$ cat config.mk
export PLATFORM = sky130hd
export DESIGN_NAME = lbip_inbound_port
export DESIGN_NICKNAME = d
export VERILOG_FILES = /design/src/rtl/lbip_pkg.sv /design/src/rtl/lbip_ddr_launch.sv /design/src/rtl/lbip_inbound_port.sv
export SDC_FILE = /design/constraint.sdc
export NUM_CORES = 1
export LEC_CHECK = 0
export ABC_AREA = 1
export BUFFER_PORTS_ARGS = -buffer_cell sky130_fd_sc_hd__buf_4
export CORE_ASPECT_RATIO = 1.25
export CORE_MARGIN = 3
export CORE_UTILIZATION = 35
export DETAILED_ROUTE_END_ITERATION = 10
export HOLD_SLACK_MARGIN = 0.05
export MAX_ROUTING_LAYER = met4
export SLEW_MARGIN = 20
export SYNTH_ARGS = -nofsm -noshare
export SYNTH_HDL_FRONTEND = slang
export SYNTH_SLANG_ARGS = --single-unit
$ cat constraint.sdc
create_clock -name i_clk -period 3.05 [get_ports i_clk]
set_input_delay 0.61 -clock i_clk [delete_from_list [all_inputs] [get_ports i_clk]]
set_output_delay 0.61 -clock i_clk [all_outputs]
set_load 0.02 [all_outputs]
$ cat src/rtl/lbip_pkg.sv
// Package for the local bus inbound port: shared types and constants.
// Assumes one local clock domain at 100 MHz; no software-visible registers.
package lbip_pkg;

   // Data bus and word widths
   localparam int DATA_W      = 16;                     // Half-word lanes on the DDR bus
   localparam int WORD_W      = 32;                     // Whole word moved per local clock
   localparam int NUM_VC      = 2;                      // Virtual channels
   localparam int LEN_W       = 8;                      // Packet length field, in words

   // Clock figures
   localparam int CLK_PERIOD_NS = 10;                   // Local clock period
   localparam int MAX_MTPS      = 400;                  // Data lane ceiling, mega-transfers per second
   localparam int SYNC_STAGES   = 2;                    // Flip-flops on every asynchronous input

   // Reset values
   localparam logic [WORD_W-1:0] WORD_RST = 32'h0000_0000;
   localparam logic [LEN_W-1:0]  LEN_RST  = 8'h00;
   localparam logic [1:0]        SYNC_RST = 2'h0;

   // Packet kinds carried inbound
   typedef enum logic [1:0]
   {
      LBIP_PKT_TGT_WRITE = 2'h0,                        // Target write from the link
      LBIP_PKT_TGT_READ  = 2'h1,                        // Target read request from the link
      LBIP_PKT_MST_CPL   = 2'h2                         // Completion of a local read
   } lbip_kind_t;

   // Window a packet targets on the link side
   typedef enum logic [1:0]
   {
      LBIP_WIN_MEM0 = 2'h0,                             // First local memory window
      LBIP_WIN_MEM1 = 2'h1,                             // Second local memory window
      LBIP_WIN_CFG  = 2'h2,                             // Configuration space
      LBIP_WIN_REG  = 2'h3                              // Internal register window
   } lbip_win_t;

   // Packet descriptor offered by the link core
   typedef struct packed
   {
      lbip_kind_t       kind;                           // Packet type
      lbip_win_t        win;                            // Target window
      logic             vc;                             // Virtual channel
      logic [LEN_W-1:0] len;                            // Words in packet, header included, at least 1
   } lbip_desc_t;

   // Pins driven toward the attached logic
   typedef struct packed
   {
      logic              fclk;                          // Forwarded data clock
      logic [DATA_W-1:0] data;                          // DDR data lanes
      logic              frame;                         // Frame strobe, DDR timed
      logic              valid;                         // Valid strobe, DDR timed
   } lbip_ddr_t;

endpackage : lbip_pkg

$ cat src/rtl/lbip_ddr_launch.sv
// DDR launcher: turns one 32-bit word per local clock into two half-words.
// Assumes the caller registers word, frame and valid on the local clock.
`timescale 1ns/1ps

module lbip_ddr_launch
(
   input  wire logic                        i_clk,       // Local clock
   input  wire logic                        i_rst,       // Synchronous-release reset, active high inside
   input  wire logic [lbip_pkg::WORD_W-1:0] i_word,      // Word to send
   input  wire logic                        i_frame,     // Frame for this word
   input  wire logic                        i_valid,     // Valid for this word
   output      lbip_pkg::lbip_ddr_t         o_ddr        // Pins
);

   ////////////////////////////////////////////////////////////////////////////
   // Falling-edge copy of the upper half-word
   logic [lbip_pkg::DATA_W-1:0] hi_half;                 // Upper half held for the low phase

   // Capture on the falling edge so the half-word changes with the forwarded clock edge
   always_ff @(negedge i_clk or posedge i_rst)
   begin
      if (i_rst)
         hi_half <= '0;
      else
         hi_half <= i_word[lbip_pkg::WORD_W-1:lbip_pkg::DATA_W];
   end

   ////////////////////////////////////////////////////////////////////////////
   // Output mux: low half in the high phase, high half in the low phase
   always_comb
   begin
      o_ddr.fclk  = i_clk & ~i_rst;
      o_ddr.data  = i_clk ? i_word[lbip_pkg::DATA_W-1:0] : hi_half;
      o_ddr.frame = i_frame;
      o_ddr.valid = i_valid;
   end

endmodule : lbip_ddr_launch

$ cat src/rtl/lbip_inbound_port.sv
// Inbound port of the local bus: sends link packets to the attached logic.
// Assumes a link core offering descriptors and words on the local clock,
// and attached logic whose ready inputs are asynchronous.
`timescale 1ns/1ps

module lbip_inbound_port
(
   input  wire logic                                i_clk,         // Local clock, 100 MHz
   input  wire logic                                i_rst_n,       // Reset, active low, asynchronous
   // Link core side
   input  wire logic                                i_desc_valid,  // Descriptor on offer
   input  wire lbip_pkg::lbip_desc_t                i_desc,        // Descriptor of next packet
   output      logic                                o_desc_ready,  // Descriptor taken this cycle
   input  wire logic [lbip_pkg::WORD_W-1:0]         i_word,        // Current packet word
   output      logic                                o_word_take,   // Word consumed this cycle
   output      logic                                o_int_access,  // Pulse: packet kept internal
   // Attached logic side
   input  wire logic                                i_buf_ready,   // Inbound buffer ready, async
   input  wire logic [lbip_pkg::NUM_VC-1:0]         i_wr_ready,    // Write ready per channel, async
   output      logic [lbip_pkg::NUM_VC-1:0]         o_wr_req,      // Write request per channel
   output      lbip_pkg::lbip_ddr_t                 o_ddr          // Inbound DDR pins
);

   ////////////////////////////////////////////////////////////////////////////
   // Derived figures
   localparam int MIN_PERIOD_NS = 2000 / lbip_pkg::MAX_MTPS;      // Two transfers per clock period
   localparam int PERIOD_OK     = (lbip_pkg::CLK_PERIOD_NS >= MIN_PERIOD_NS) ? 1 : 0;

   ////////////////////////////////////////////////////////////////////////////
   // Reset release: two flip-flops, then everyone uses rst
   logic [1:0] rst_pipe;                                  // Release shifter
   logic       rst;                                       // Internal reset, active high

   // Assert at once, release after two edges
   always_ff @(posedge i_clk or negedge i_rst_n)
   begin
      if (!i_rst_n)
         rst_pipe <= lbip_pkg::SYNC_RST;
      else
         rst_pipe <= {rst_pipe[0], 1'b1};
   end

   assign rst = ~rst_pipe[1];

   ////////////////////////////////////////////////////////////////////////////
   // Input synchronisers; the first stage is read only by the second
   logic                        buf_rdy_s1;               // First stage, buffer ready
   logic                        buf_rdy;                  // Synchronised buffer ready
   logic [lbip_pkg::NUM_VC-1:0] wr_rdy_s1;                // First stage, write ready
   logic [lbip_pkg::NUM_VC-1:0] wr_rdy;                   // Synchronised write ready

   // Two flip-flops per asynchronous control input
   always_ff @(posedge i_clk or posedge rst)
   begin
      if (rst)
      begin
         buf_rdy_s1 <= 1'b0;
         buf_rdy    <= 1'b0;
         wr_rdy_s1  <= '0;
         wr_rdy     <= '0;
      end
      else
      begin
         buf_rdy_s1 <= i_buf_ready;
         buf_rdy    <= buf_rdy_s1;
         wr_rdy_s1  <= i_wr_ready;
         wr_rdy     <= wr_rdy_s1;
      end
   end

   ////////////////////////////////////////////////////////////////////////////
   // Helpers
   // True for packets that leave over the bus rather than stay internal
   function automatic logic goes_out(input lbip_pkg::lbip_desc_t d);
      goes_out = (d.win == lbip_pkg::LBIP_WIN_MEM0) || (d.win == lbip_pkg::LBIP_WIN_MEM1)
                 || (d.kind == lbip_pkg::LBIP_PKT_MST_CPL);
   endfunction : goes_out

   // One-hot channel mask
   function automatic logic [lbip_pkg::NUM_VC-1:0] vc_mask(input logic vc);
      vc_mask = vc ? 2'h2 : 2'h1;
   endfunction : vc_mask

   ////////////////////////////////////////////////////////////////////////////
   // Sequencer
   typedef enum {ST_IDLE, ST_WAIT_WR, ST_SEND} lbip_state_t;

   lbip_state_t               state;                      // Current state
   lbip_state_t               next_state;                 // Next state
   lbip_pkg::lbip_desc_t      cur;                        // Packet in flight
   logic [lbip_pkg::LEN_W-1:0] left;                      // Words still to send
   logic                      is_write;                   // Current packet is a memory write
   logic                      send;                       // A word leaves this cycle
   logic                      start_ok;                   // Offered packet may start now
   logic                      offer_write;                // Offered packet is a memory write

   assign offer_write = (i_desc.kind == lbip_pkg::LBIP_PKT_TGT_WRITE) && goes_out(i_desc);
   // Early ready counts: a write whose channel is already ready starts at once
   assign start_ok    = !offer_write || ((wr_rdy & vc_mask(i_desc.vc)) != '0);
   assign is_write    = (cur.kind == lbip_pkg::LBIP_PKT_TGT_WRITE);
   // Words move only while the synchronised buffer ready is high
   assign send        = (state == ST_SEND) && buf_rdy;

   // Next-state logic
   always_comb
   begin
      next_state   = state;
      o_desc_ready = 1'b0;
      case (state)
         ST_IDLE:
         begin
            if (i_desc_valid && !goes_out(i_desc))
               o_desc_ready = 1'b1;
            else if (i_desc_valid && start_ok)
            begin
               o_desc_ready = 1'b1;
               next_state   = ST_SEND;
            end
            else if (i_desc_valid)
            begin
               o_desc_ready = 1'b1;
               next_state   = ST_WAIT_WR;
            end
         end
         ST_WAIT_WR:
         begin
            if ((wr_rdy & vc_mask(cur.vc)) != '0)
               next_state = ST_SEND;
         end
         ST_SEND:
         begin
            if (send && (left == 8'h01))
               next_state = ST_IDLE;
         end
         default:
            next_state = ST_IDLE;
      endcase
   end

   // State register
   always_ff @(posedge i_clk or posedge rst)
   begin
      if (rst)
         state <= ST_IDLE;
      else
         state <= next_state;
   end

   // Descriptor capture and word count
   always_ff @(posedge i_clk or posedge rst)
   begin
      if (rst)
      begin
         cur  <= '0;
         left <= lbip_pkg::LEN_RST;
      end
      else if (o_desc_ready && goes_out(i_desc))
      begin
         cur  <= i_desc;
         left <= (i_desc.len == lbip_pkg::LEN_RST) ? 8'h01 : i_desc.len; // Zero length treated as one
      end
      else if (send)
         left <= left - 8'h01;
   end

   // Internal accesses are reported and never reach the pins
   always_ff @(posedge i_clk or posedge rst)
   begin
      if (rst)
         o_int_access <= 1'b0;
      else
         o_int_access <= o_desc_ready && !goes_out(i_desc);
   end

   assign o_word_take = send;

   ////////////////////////////////////////////////////////////////////////////
   // Write request per channel, registered
   // Held from acceptance of a memory write until its packet finishes
   always_ff @(posedge i_clk or posedge rst)
   begin
      if (rst)
         o_wr_req <= '0;
      else if (next_state == ST_IDLE)
         o_wr_req <= '0;
      else if (is_write || (o_desc_ready && offer_write))
         o_wr_req <= (o_desc_ready && offer_write) ? vc_mask(i_desc.vc) : vc_mask(cur.vc);
   end

   ////////////////////////////////////////////////////////////////////////////
   // Registered word, frame and valid toward the launcher
   logic [lbip_pkg::WORD_W-1:0] out_word;                 // Word on the lanes
   logic                        out_frame;                // Frame for that word
   logic                        out_valid;                // Valid for that word

   // Frame rises with the first word and falls for the last one;
   // valid stays low while paused, so the frame cycle shows no data
   always_ff @(posedge i_clk or posedge rst)
   begin
      if (rst)
      begin
         out_word  <= lbip_pkg::WORD_RST;
         out_frame <= 1'b0;
         out_valid <= 1'b0;
      end
      else
      begin
         out_valid <= send;
         if (send)
         begin
            out_word  <= i_word;
            out_frame <= (left != 8'h01);
         end
         else if (state != ST_SEND)
            out_frame <= 1'b0;
      end
   end

   ////////////////////////////////////////////////////////////////////////////
   // DDR launcher; the lanes only ever move whole words
   lbip_ddr_launch u_launch
   (
      .i_clk   (i_clk),
      .i_rst   (rst),
      .i_word  (out_word),
      .i_frame (out_frame),
      .i_valid (out_valid & PERIOD_OK[0]),
      .o_ddr   (o_ddr)
   );

   // The outbound quarter-period sampling clock belongs to the receive path,
   // which is not part of this block.

endmodule : lbip_inbound_port

==> flow_metrics.env, run 1 <==
export IMPL_slowest_stage="dfrtn_1"
export IMPL_clkTransAtPathRegs_ns=0.07
export IMPL_ys_async_sr_fraction=1.00
export IMPL_final_core_util=0.491
export IMPL_io_pins=75
export IMPL_stdcell_count=656
export IMPL_synth_seq_cells=104
export IMPL_ys_seq_area_frac=0.650
export IMPL_maxSlewHeadroom=0.617
export IMPL_max_stage_delay_ns=0.34
export IMPL_wl_met1_mm=3.31
export IMPL_whs_ns=0.263
export IMPL_synth_top_flop_cell="dfrtp_1"
export IMPL_setup_viol=16
export IMPL_wl_per_cell_um=12.2
export IMPL_die_h_um=126
export IMPL_gp_congestion=0.807
export IMPL_cp_required_ns=2.44
export IMPL_syn_area_per_cell_um2=10.0
export IMPL_routed_wl_mm=8.00
export IMPL_diodes=0
export IMPL_leakage_nw=2.63
export IMPL_fin_setup_tns_ns=-4.58
export IMPL_hpwl_mm=5.12
export IMPL_wl_met2_mm=3.72
export IMPL_ant_nets=0
export IMPL_path_max_fanout=1
export IMPL_yosys_warnings=0
export IMPL_grt_max_degree=47
export IMPL_drive_gt1_frac=0.253
export IMPL_met3WireLength_um=636
export IMPL_grt_pass1_vias=3221
export IMPL_path_buf_inv=1
export IMPL_antenna_found_initial=0
export IMPL_tritoncts="built"
export IMPL_maxSlewViolCount=0
export IMPL_power_density_mw_per_mm2=666
export IMPL_outcome="finished with violations"
export IMPL_drc=0
export IMPL_worstSetupPathType="flip-flop to output pin"
export IMPL_vias=2887
export IMPL_failed_checks="negative setup slack"
export IMPL_rsz0062_at_grt="yes"
export IMPL_post_cts_buffers=0
export IMPL_fin_skew_ns=0.0311
export IMPL_clk_latency_ns=0.47
export IMPL_synth_edf_count=0
export IMPL_crit_chain="mux2_4 -> buf_6"
export IMPL_synthCells=399
export IMPL_drt_iter0_markers=153
export IMPL_syn_area_mm2=0.00401
export IMPL_grtUsageTotal=0.142
export IMPL_vias_per_cell=4.40
export IMPL_nNetsFinal=567
export IMPL_peakVddDrop_mv=0.323
export IMPL_core_area_mm2=0.0111
export IMPL_port_buffers=73
export IMPL_firstDrtPassIters=4
export IMPL_start_util=0.360
export IMPL_highest_layer="met4"
export IMPL_hold_class="primary input to flip-flop"
export IMPL_placedCellCount=628
export IMPL_rows=43
export IMPL_end_kind="output pin"
export IMPL_grt_ovfl_total=0
export IMPL_die_area_mm2=0.0128
export IMPL_cap_violations=0
export IMPL_n_fill_cell=1017
export IMPL_hold_viol_final=0
export IMPL_crit_family="flip-flops"
export IMPL_cp_data_arrival_time_ns=2.75
export IMPL_worst_slack_ns=-0.312
export IMPL_synth_cell_types=29
export IMPL_final_common_cell="nand2_1"
export IMPL_grt_pass1_wl_mm=13.6
export IMPL_pre_cts_ws_ns=0.195
export IMPL_area_delta_synth_final_pct=36.4
export IMPL_tightest_slew_ns=0.574
export IMPL_cp_start_kind="flip-flop"
export IMPL_final_cell_mix="nand2_1 (149), dfrtp_1 (87), buf_4 (61)"
export IMPL_die_w_um=102
[power by group]
group	switching, mW	internal, mW
combinational	0.0415	0.0479
clock	0.718	1.41
sequential	0.0185	1.41
total	0.778	2.86
[cell usage after synthesis, types with 3 or more instances]
library cell / instances / area, um2
inv_1: 25 / 93.8
inv_2: 4 / 15.0
nor2_1: 29 / 109
nand2_2: 3 / 18.8
clkbuf_1: 5 / 18.8
dfrtn_1: 16 / 400
nand3_1: 19 / 95.1
nor3_1: 5 / 25.0
o21ai_0: 9 / 45.0
buf_6: 3 / 33.8
mux2_2: 16 / 180
dfrtp_1: 88 / 2200
xor2_1: 5 / 43.8
nand2_1: 149 / 559
[final cells by class]
class / instances / area [um2] / share of cell area
flip-flops and latches: 104 / 2610 / 0.477
multi-input cells: 283 / 1340 / 0.246
clock buffers: 39 / 694 / 0.127
repair buffers: 61 / 460 / 0.0843
well taps: 135 / 169 / 0.0309
inverters: 28 / 105 / 0.0192
clock inverters: 6 / 85.1 / 0.0156
[sequential cells by signal (all words and copies together), names as in the netlist, 2 cells and up]
register	cells
o_wr_req	2
state	32
out_word	32
left	8
u_launch.hi_half	16
cur	3
wr_rdy	2
rst_pipe	2
wr_rdy_s1	2
[cells by family (layout without fill, tap and decap cells)]
logic type                 count (synthesis)  count (layout)  synth area share
buffers and inverters                     41             134            0.0465
other                                      2              31           0.00188
xor gates and xnor gates                   6               6            0.0131
muxes                                     16              16            0.0450
adders and majority gates                  2               2           0.00625
and+or+nand+nor                          216             216             0.222
DFF                                      104             104             0.650
AOI/OAI and AO/OA                         12              12            0.0156
[final timing paths]
| check | endpoint | from | cells past startpoint | slack [ns] |
|---|---|---|---|---|
| setup / recovery | o_ddr[2] | u_launch.hi_half[0]$_DFF_NN0_ | 2 | -0.31 |
| hold / removal | wr_rdy_s1[1]$_DFF_PN0_ | i_wr_ready[1] | 1 | 0.26 |
| setup reg to reg | u_launch.hi_half[11]$_DFF_NN0_ | rst_pipe[1]$_DFF_PN0_ | 0 | 0.91 |
| hold reg to reg | out_word[25]$_DFFE_PN0P_ | rst_pipe[1]$_DFF_PN0_ | 0 | 0.32 |
| max in group asynchronous | u_launch.hi_half[11]$_DFF_NN0_ | rst_pipe[1]$_DFF_PN0_ | 0 | 0.91 |
| min in group asynchronous | out_word[25]$_DFFE_PN0P_ | rst_pipe[1]$_DFF_PN0_ | 0 | 0.32 |
[repair_timing]
item,4_1_cts,5_1_grt
endpoints found under the hold margin,2,0
gates cloned,0,0
gates resized for setup,19,2
setup endpoints to repair,16,16
hold buffers,1,0
[per-layer routing]
| layer | up-vias | track usage |
|---|---|---|
| met5 | - | - |
| met3 | 33 | 0.0597 |
| met4 | 0 | 0.123 |
| li1 | 1431 | - |
| met2 | 94 | 0.198 |
| met1 | 1329 | 0.151 |
[stage by stage]
stage                     instance area [um2]  total power [mW]
after CTS                                5460              3.71
after global routing                     5460              3.79
after global placement                   4790              1.63
after detailed placement                 4790              1.63
final                                    5460              3.64
after floorplan                          4120              1.63
Power figures use the tool's default switching activity.
==> run 2: changes to the inputs <==
ABC_AREA = unset   (was 1)
CORE_UTILIZATION = 38   (was 35)
clock period = 3.2 ns   (was 3.05 ns; I/O delays follow)
==> run 2 against run 1 <==
  * The run still ends with negative setup slack left
  * Sequential share of layout area rose by 0.80 points
  * Synthesized cell count fell by 33%
  * Total power fell by 5.1%
  * Flip-flop and latch count did not move
  * Worst setup slack improved by 0.059 ns
  * Cell area fell by 1.6%
  * Routed wire length fell by 7.1%
  * Clock power fell by 7%
  * Utilization rose by 5.4 points
  * First-iteration DRC count fell by 35%
  * Die area fell by 9.3%
  * Critical endpoint is now o_ddr[9]
  * Largest power group unchanged
==> flow_metrics.env, run 2 <==
export IMPL_vias=2480
export IMPL_synth_top_flop_cell="dfrtp_1"
export IMPL_die_area_mm2=0.0116
export IMPL_synth_area_leaders="dfrtp_1 (56%), mux2_2 (12%), dfrtn_1 (10%)"
export IMPL_die_h_um=120
export IMPL_rrSetupSlack_ns=0.97
export IMPL_path_buf_inv=1
export IMPL_ant_nets=0
export IMPL_clkTransAtPathRegs_ns=0.07
export IMPL_synthCells=267
export IMPL_reg_top3="out_word (32), state (32), u_launch.hi_half (16)"
export IMPL_cp_start_kind="flip-flop"
export IMPL_grt_max_degree=47
export IMPL_grtUsageTotal=0.137
export IMPL_antenna_found_initial=0
export IMPL_drt_iter0_markers=100
export IMPL_clk_latency_ns=0.47
export IMPL_routed_wl_mm=7.44
export IMPL_max_stage_delay_ns=0.33
export IMPL_vias_per_cell=4.78
export IMPL_synth_cell_types=47
export IMPL_cp_required_ns=2.56
export IMPL_path_max_fanout=1
export IMPL_crit_chain="mux2_4 -> buf_6"
export IMPL_seq_power_share=0.396
export IMPL_outcome="finished with violations"
export IMPL_p_comb_frac=0.031
export IMPL_leakage_nw=2.62
export IMPL_die_w_um=96.9
export IMPL_syn_area_mm2=0.00392
export IMPL_port_buffers=73
export IMPL_ys_async_sr_fraction=1.00
export IMPL_cp_data_arrival_time_ns=2.81
export IMPL_synth_seq_cells=104
export IMPL_placedCellCount=489
export IMPL_final_cell_mix="dfrtp_1 (87), buf_4 (64), mux2_2 (35)"
export IMPL_post_cts_buffers=0
export IMPL_yosysTopAreaCell="dfrtp_1"
export IMPL_wl_per_cell_um=14.3
export IMPL_fin_skew_ns=0.0296
export IMPL_worst_slack_ns=-0.253
export IMPL_cap_violations=0
export IMPL_setup_viol=16
export IMPL_failed_checks="negative setup slack"
export IMPL_grt_pass1_wl_mm=12.2
export IMPL_start_util=0.398
export IMPL_rsz0062_at_grt="yes"
export IMPL_synth_edf_count=0
export IMPL_maxSlewHeadroom=0.603
export IMPL_io_pins=75
export IMPL_tightest_slew_ns=0.596
export IMPL_nNetsFinal=437
export IMPL_stdcell_count=519
export IMPL_end_kind="output pin"
export IMPL_p_switching_uw=748
export IMPL_area_delta_synth_final_pct=37.0
export IMPL_crit_family="flip-flops"
export IMPL_worstSetupPathType="flip-flop to output pin"
export IMPL_ys_seq_area_frac=0.663
export IMPL_synth_top_cell_area_share=0.561
export IMPL_intPower_mw=2.71
export IMPL_hold_viol_final=0
export IMPL_syn_area_per_cell_um2=14.7
export IMPL_diodes=0
export IMPL_grt_pass1_vias=2677
export IMPL_tritoncts="built"
export IMPL_gp_congestion=0.777
export IMPL_hold_class="primary input to flip-flop"
export IMPL_synthTopCellsByCount="dfrtp_1 (88), mux2_2 (41), dfrtn_1 (16)"
export IMPL_clkPwrFrac=0.573
export IMPL_core_area_mm2=0.00986
export IMPL_drc=0
export IMPL_power_density_mw_per_mm2=643
export IMPL_grt_ovfl_total=0
export IMPL_final_common_cell="dfrtp_1"
export IMPL_rows=40
export IMPL_firstDrtPassIters=4
export IMPL_hpwl_mm=4.96
export IMPL_p_sw_frac=0.216
export IMPL_maxSlewViolCount=0
export IMPL_yosysMostFrequentCell="dfrtp_1"
export IMPL_peakVddDrop_mv=0.339
export IMPL_yosys_warnings=0
export IMPL_slowest_stage="dfrtn_1"
export IMPL_drive_gt1_frac=0.387
export IMPL_total_power_mw=3.45
==> run 2: changes by cell type in the layout (fill, tap and decap cells not counted), sizes merged, moves of 7 or more <==
cell,delta
inv,-21
o21ai,-7
nand2,-148
mux2,+35
nor4,+9
nand3,-20
nor2,-22
==> run 2: final cells by class <==
type                    instances  area, um2
clock buffers                  38        671
clock inverters                 8       93.8
fillers                       809       4490
inverters                       9       33.8
multi-input cells             170       1330
flip-flops and latches        104       2610
well taps                     126        158
repair buffers                 64        483
==> run 2: logic make-up after synthesis <==
kind of cell,after synthesis,synth area share
other,2,0.00191
AND/OR/NAND/NOR,48,0.0746
buffers and inverters,22,0.0313
multiplexers,53,0.152
adder cells (fa/ha/maj),2,0.00638
flip-flops,104,0.663
AO/OA/AOI/OAI,36,0.0708
==> run 2: power by group through the flow <==
stage	sequential, mW	clock [mW]	combinational, mW
2_1_floorplan	1.40	0.141	0.0356
3_3_place_gp	1.39	0.0821	0.105
3_5_place_dp	1.39	0.0821	0.106
4_1_cts	1.37	2.04	0.107
5_1_grt	1.37	2.11	0.119
6_report	1.37	1.98	0.106
==> run 2: what timing repair did <==
item                                    CTS  global route
endpoints found under the setup margin   16            16
resized for setup                        20             2
hold buffers                              1             0
hold endpoints to repair                  2             0
==> run 2: path summary, 6_finish.rpt <==
path / from / endpoint / cells after the start
setup / recovery: u_launch.hi_half[7]$_DFF_NN0_ / o_ddr[9] / 2
hold reg to reg: rst_pipe[1]$_DFF_PN0_ / out_word[0]$_DFFE_PN0P_ / 0
hold / removal: i_buf_ready / buf_rdy_s1$_DFF_PN0_ / 1
max in group asynchronous: rst_pipe[1]$_DFF_PN0_ / u_launch.hi_half[13]$_DFF_NN0_ / 0
setup reg to reg: rst_pipe[1]$_DFF_PN0_ / u_launch.hi_half[13]$_DFF_NN0_ / 0
min in group asynchronous: rst_pipe[1]$_DFF_PN0_ / out_word[0]$_DFFE_PN0P_ / 0
==> run 2: per-stage QoR <==
stage,setup WS (ns),cell area (um2),hold WS [ns],TNS [ns],util
after floorplan,0.187,4040,0.331,0,-
after global placement,0.259,4700,0.336,0,0.477
after detailed placement,0.246,4700,0.336,0,0.477
after CTS,-0.275,5370,0.278,-4.01,0.544
after global routing,-0.296,5370,0.275,-4.33,0.545
final,-0.253,5370,0.296,-3.70,0.545
==> run 2: per-layer routing <==
| metal | vias up | wire length, um | GRT usage |
|---|---|---|---|
| li1 | 1172 | - | - |
| met1 | 1217 | 2950 | 0.143 |
| met2 | 72 | 3820 | 0.201 |
| met3 | 19 | 451 | 0.0640 |
| met4 | 0 | 212 | 0.104 |
| met5 | - | 0 | - |
==> run 3: changes to the inputs <==
clock period = 2.85 ns   (was 3.2 ns; I/O delays follow)
==> run 3 against run 2 <==
  * The run still ends with negative setup slack left
  * Hold slack worse by 0.065 ns
  * Critical path depth stayed put
  * Sequential share of layout area fell by 0.37 points
  * Final cell count rose by 0.77%
  * Clock-buffer cell count is 1 lower
  * Global-route usage up 0.20 points
  * Register-to-register slack got worse by 0.24 ns
  * Worst setup slack worse by 0.099 ns
  * Die area stayed put
  * Clock power increased by 15%
  * Via count up 0.52%
  * Cell area grew 0.77%
  * Critical endpoint is now o_ddr[16]
  * Highest routed layer unchanged
==> flow_metrics.env, run 3 (synthesis results as in run 2) <==
export IMPL_hold_class="primary input to flip-flop"
export IMPL_wl_per_cell_um=14.1
export IMPL_routed_wl_mm=7.38
export IMPL_nNetsFinal=441
export IMPL_outcome="finished with violations"
export IMPL_crit_family="flip-flops"
export IMPL_start_util=0.398
export IMPL_pre_cts_ws_ns=0.131
export IMPL_port_buffers=73
export IMPL_met2_usage=0.196
export IMPL_worstSetupPathType="flip-flop to output pin"
export IMPL_place_area_mm2=0.00473
export IMPL_grt_max_degree=44
export IMPL_total_power_mw=3.93
export IMPL_rows=40
export IMPL_drt_iter0_markers=75
export IMPL_crit_chain="mux2_2 -> buf_6"
export IMPL_core_area_mm2=0.00986
export IMPL_ant_nets=0
export IMPL_path_buf_inv=1
export IMPL_hold_viol_final=0
export IMPL_diodes=0
export IMPL_hpwl_mm=4.96
export IMPL_vias=2493
export IMPL_clk_latency_ns=0.47
export IMPL_slowest_stage="dfrtn_1"
export IMPL_firstDrtPassIters=4
export IMPL_cap_violations=0
export IMPL_cp_start_kind="flip-flop"
export IMPL_tightest_slew_ns=0.535
export IMPL_die_h_um=120
export IMPL_grt_pass1_vias=2741
export IMPL_rrSetupSlack_ns=0.73
export IMPL_grtUsageTotal=0.139
export IMPL_failed_checks="negative setup slack"
export IMPL_busiest_layer="met2"
export IMPL_cp_data_arrival_time_ns=2.63
export IMPL_die_w_um=96.9
export IMPL_maxSlewViolCount=0
export IMPL_setup_viol=16
export IMPL_design_area_mm2=0.00542
export IMPL_area_delta_synth_final_pct=38.1
export IMPL_rsz0062_at_grt="yes"
export IMPL_die_area_mm2=0.0116
export IMPL_antenna_found_initial=0
export IMPL_vias_per_cell=4.77
export IMPL_grt_pass1_wl_mm=12.3
export IMPL_final_cell_mix="dfrtp_1 (87), buf_4 (68), mux2_2 (36)"
export IMPL_maxSlewHeadroom=0.641
export IMPL_tritoncts="built"
export IMPL_fin_setup_tns_ns=-5.42
export IMPL_worst_slack_ns=-0.353
export IMPL_end_kind="output pin"
export IMPL_gp_congestion=0.805
export IMPL_use_met3=0.0622
export IMPL_drive_gt1_frac=0.395
export IMPL_peakVddDrop_mv=0.481
export IMPL_use_met1=0.151
export IMPL_grt_ovfl_total=0
export IMPL_whs_ns=0.231
export IMPL_final_common_cell="dfrtp_1"
export IMPL_max_stage_delay_ns=0.34
export IMPL_leakage_nw=2.65
export IMPL_cp_required_ns=2.28
export IMPL_fin_skew_ns=0.0296
export IMPL_clkTransAtPathRegs_ns=0.06
export IMPL_reg_top3="out_word (32), state (32), u_launch.hi_half (16)"
export IMPL_drc=0
export IMPL_io_pins=75
export IMPL_power_density_mw_per_mm2=725
export IMPL_path_max_fanout=1
[run 3: area by class of cell]
cell class                 instances  area, um2
multi-input combinational        170       1330
tap                              126        158
clock inverter                     9        113
inverter                           9       33.8
fill                             816       4440
sequential                       104       2610
timing repair buffer              68        513
clock buffer                      37        667
[run 3: metal layers]
metal,vias to the layer above,share of wire
met2,76,0.51
met3,29,0.057
met1,1203,0.40
met4,0,0.037
li1,1185,-
met5,-,0
[run 3: report_power, final]
part           internal (mW)  leakage, nW  switching (mW)
clock network           1.48        0.497           0.792
logic                 0.0669        0.808          0.0551
registers               1.51         1.34          0.0247
total                   3.05         2.65           0.872
[run 3: path summary, 6_finish.rpt]
kind                                                start                             to  depth (start not counted)
max reg2reg                           state[13]$_DFF_PN0_       out_word[29]$_DFFE_PN0P_                          6
min in group asynchronous           rst_pipe[1]$_DFF_PN0_       out_word[31]$_DFFE_PN0P_                          0
min                                           i_buf_ready           buf_rdy_s1$_DFF_PN0_                          1
min reg2reg                         rst_pipe[1]$_DFF_PN0_       out_word[31]$_DFFE_PN0P_                          0
max in group asynchronous           rst_pipe[1]$_DFF_PN0_  u_launch.hi_half[8]$_DFF_NN0_                          0
max                        u_launch.hi_half[14]$_DFF_NN0_                      o_ddr[16]                          2
[run 3: worst reg2reg max path, delay by kind of cell, from the launching register on]
kind | cells | cell delay (ns)
flops | 1 | 0.36
simple gates | 3 | 0.75
mux | 1 | 0.37
buf+inv | 2 | 0.52
[run 3: what timing repair did]
action / 4_1_cts / 5_1_grt
hold buffers: 1 / 0
resized for setup: 21 / 0
endpoints found under the setup margin: 16 / 16
hold endpoints to repair: 2 / 0
setup buffers: 0 / 0
gates cloned: 0 / 0
[run 3: through the flow]
step | instances | util
6_report | 523 | 0.549
4_1_cts | 523 | 0.549
3_5_place_dp | 493 | 0.480
3_3_place_gp | 493 | 0.480
5_1_grt | 523 | 0.549
2_1_floorplan | 296 | -
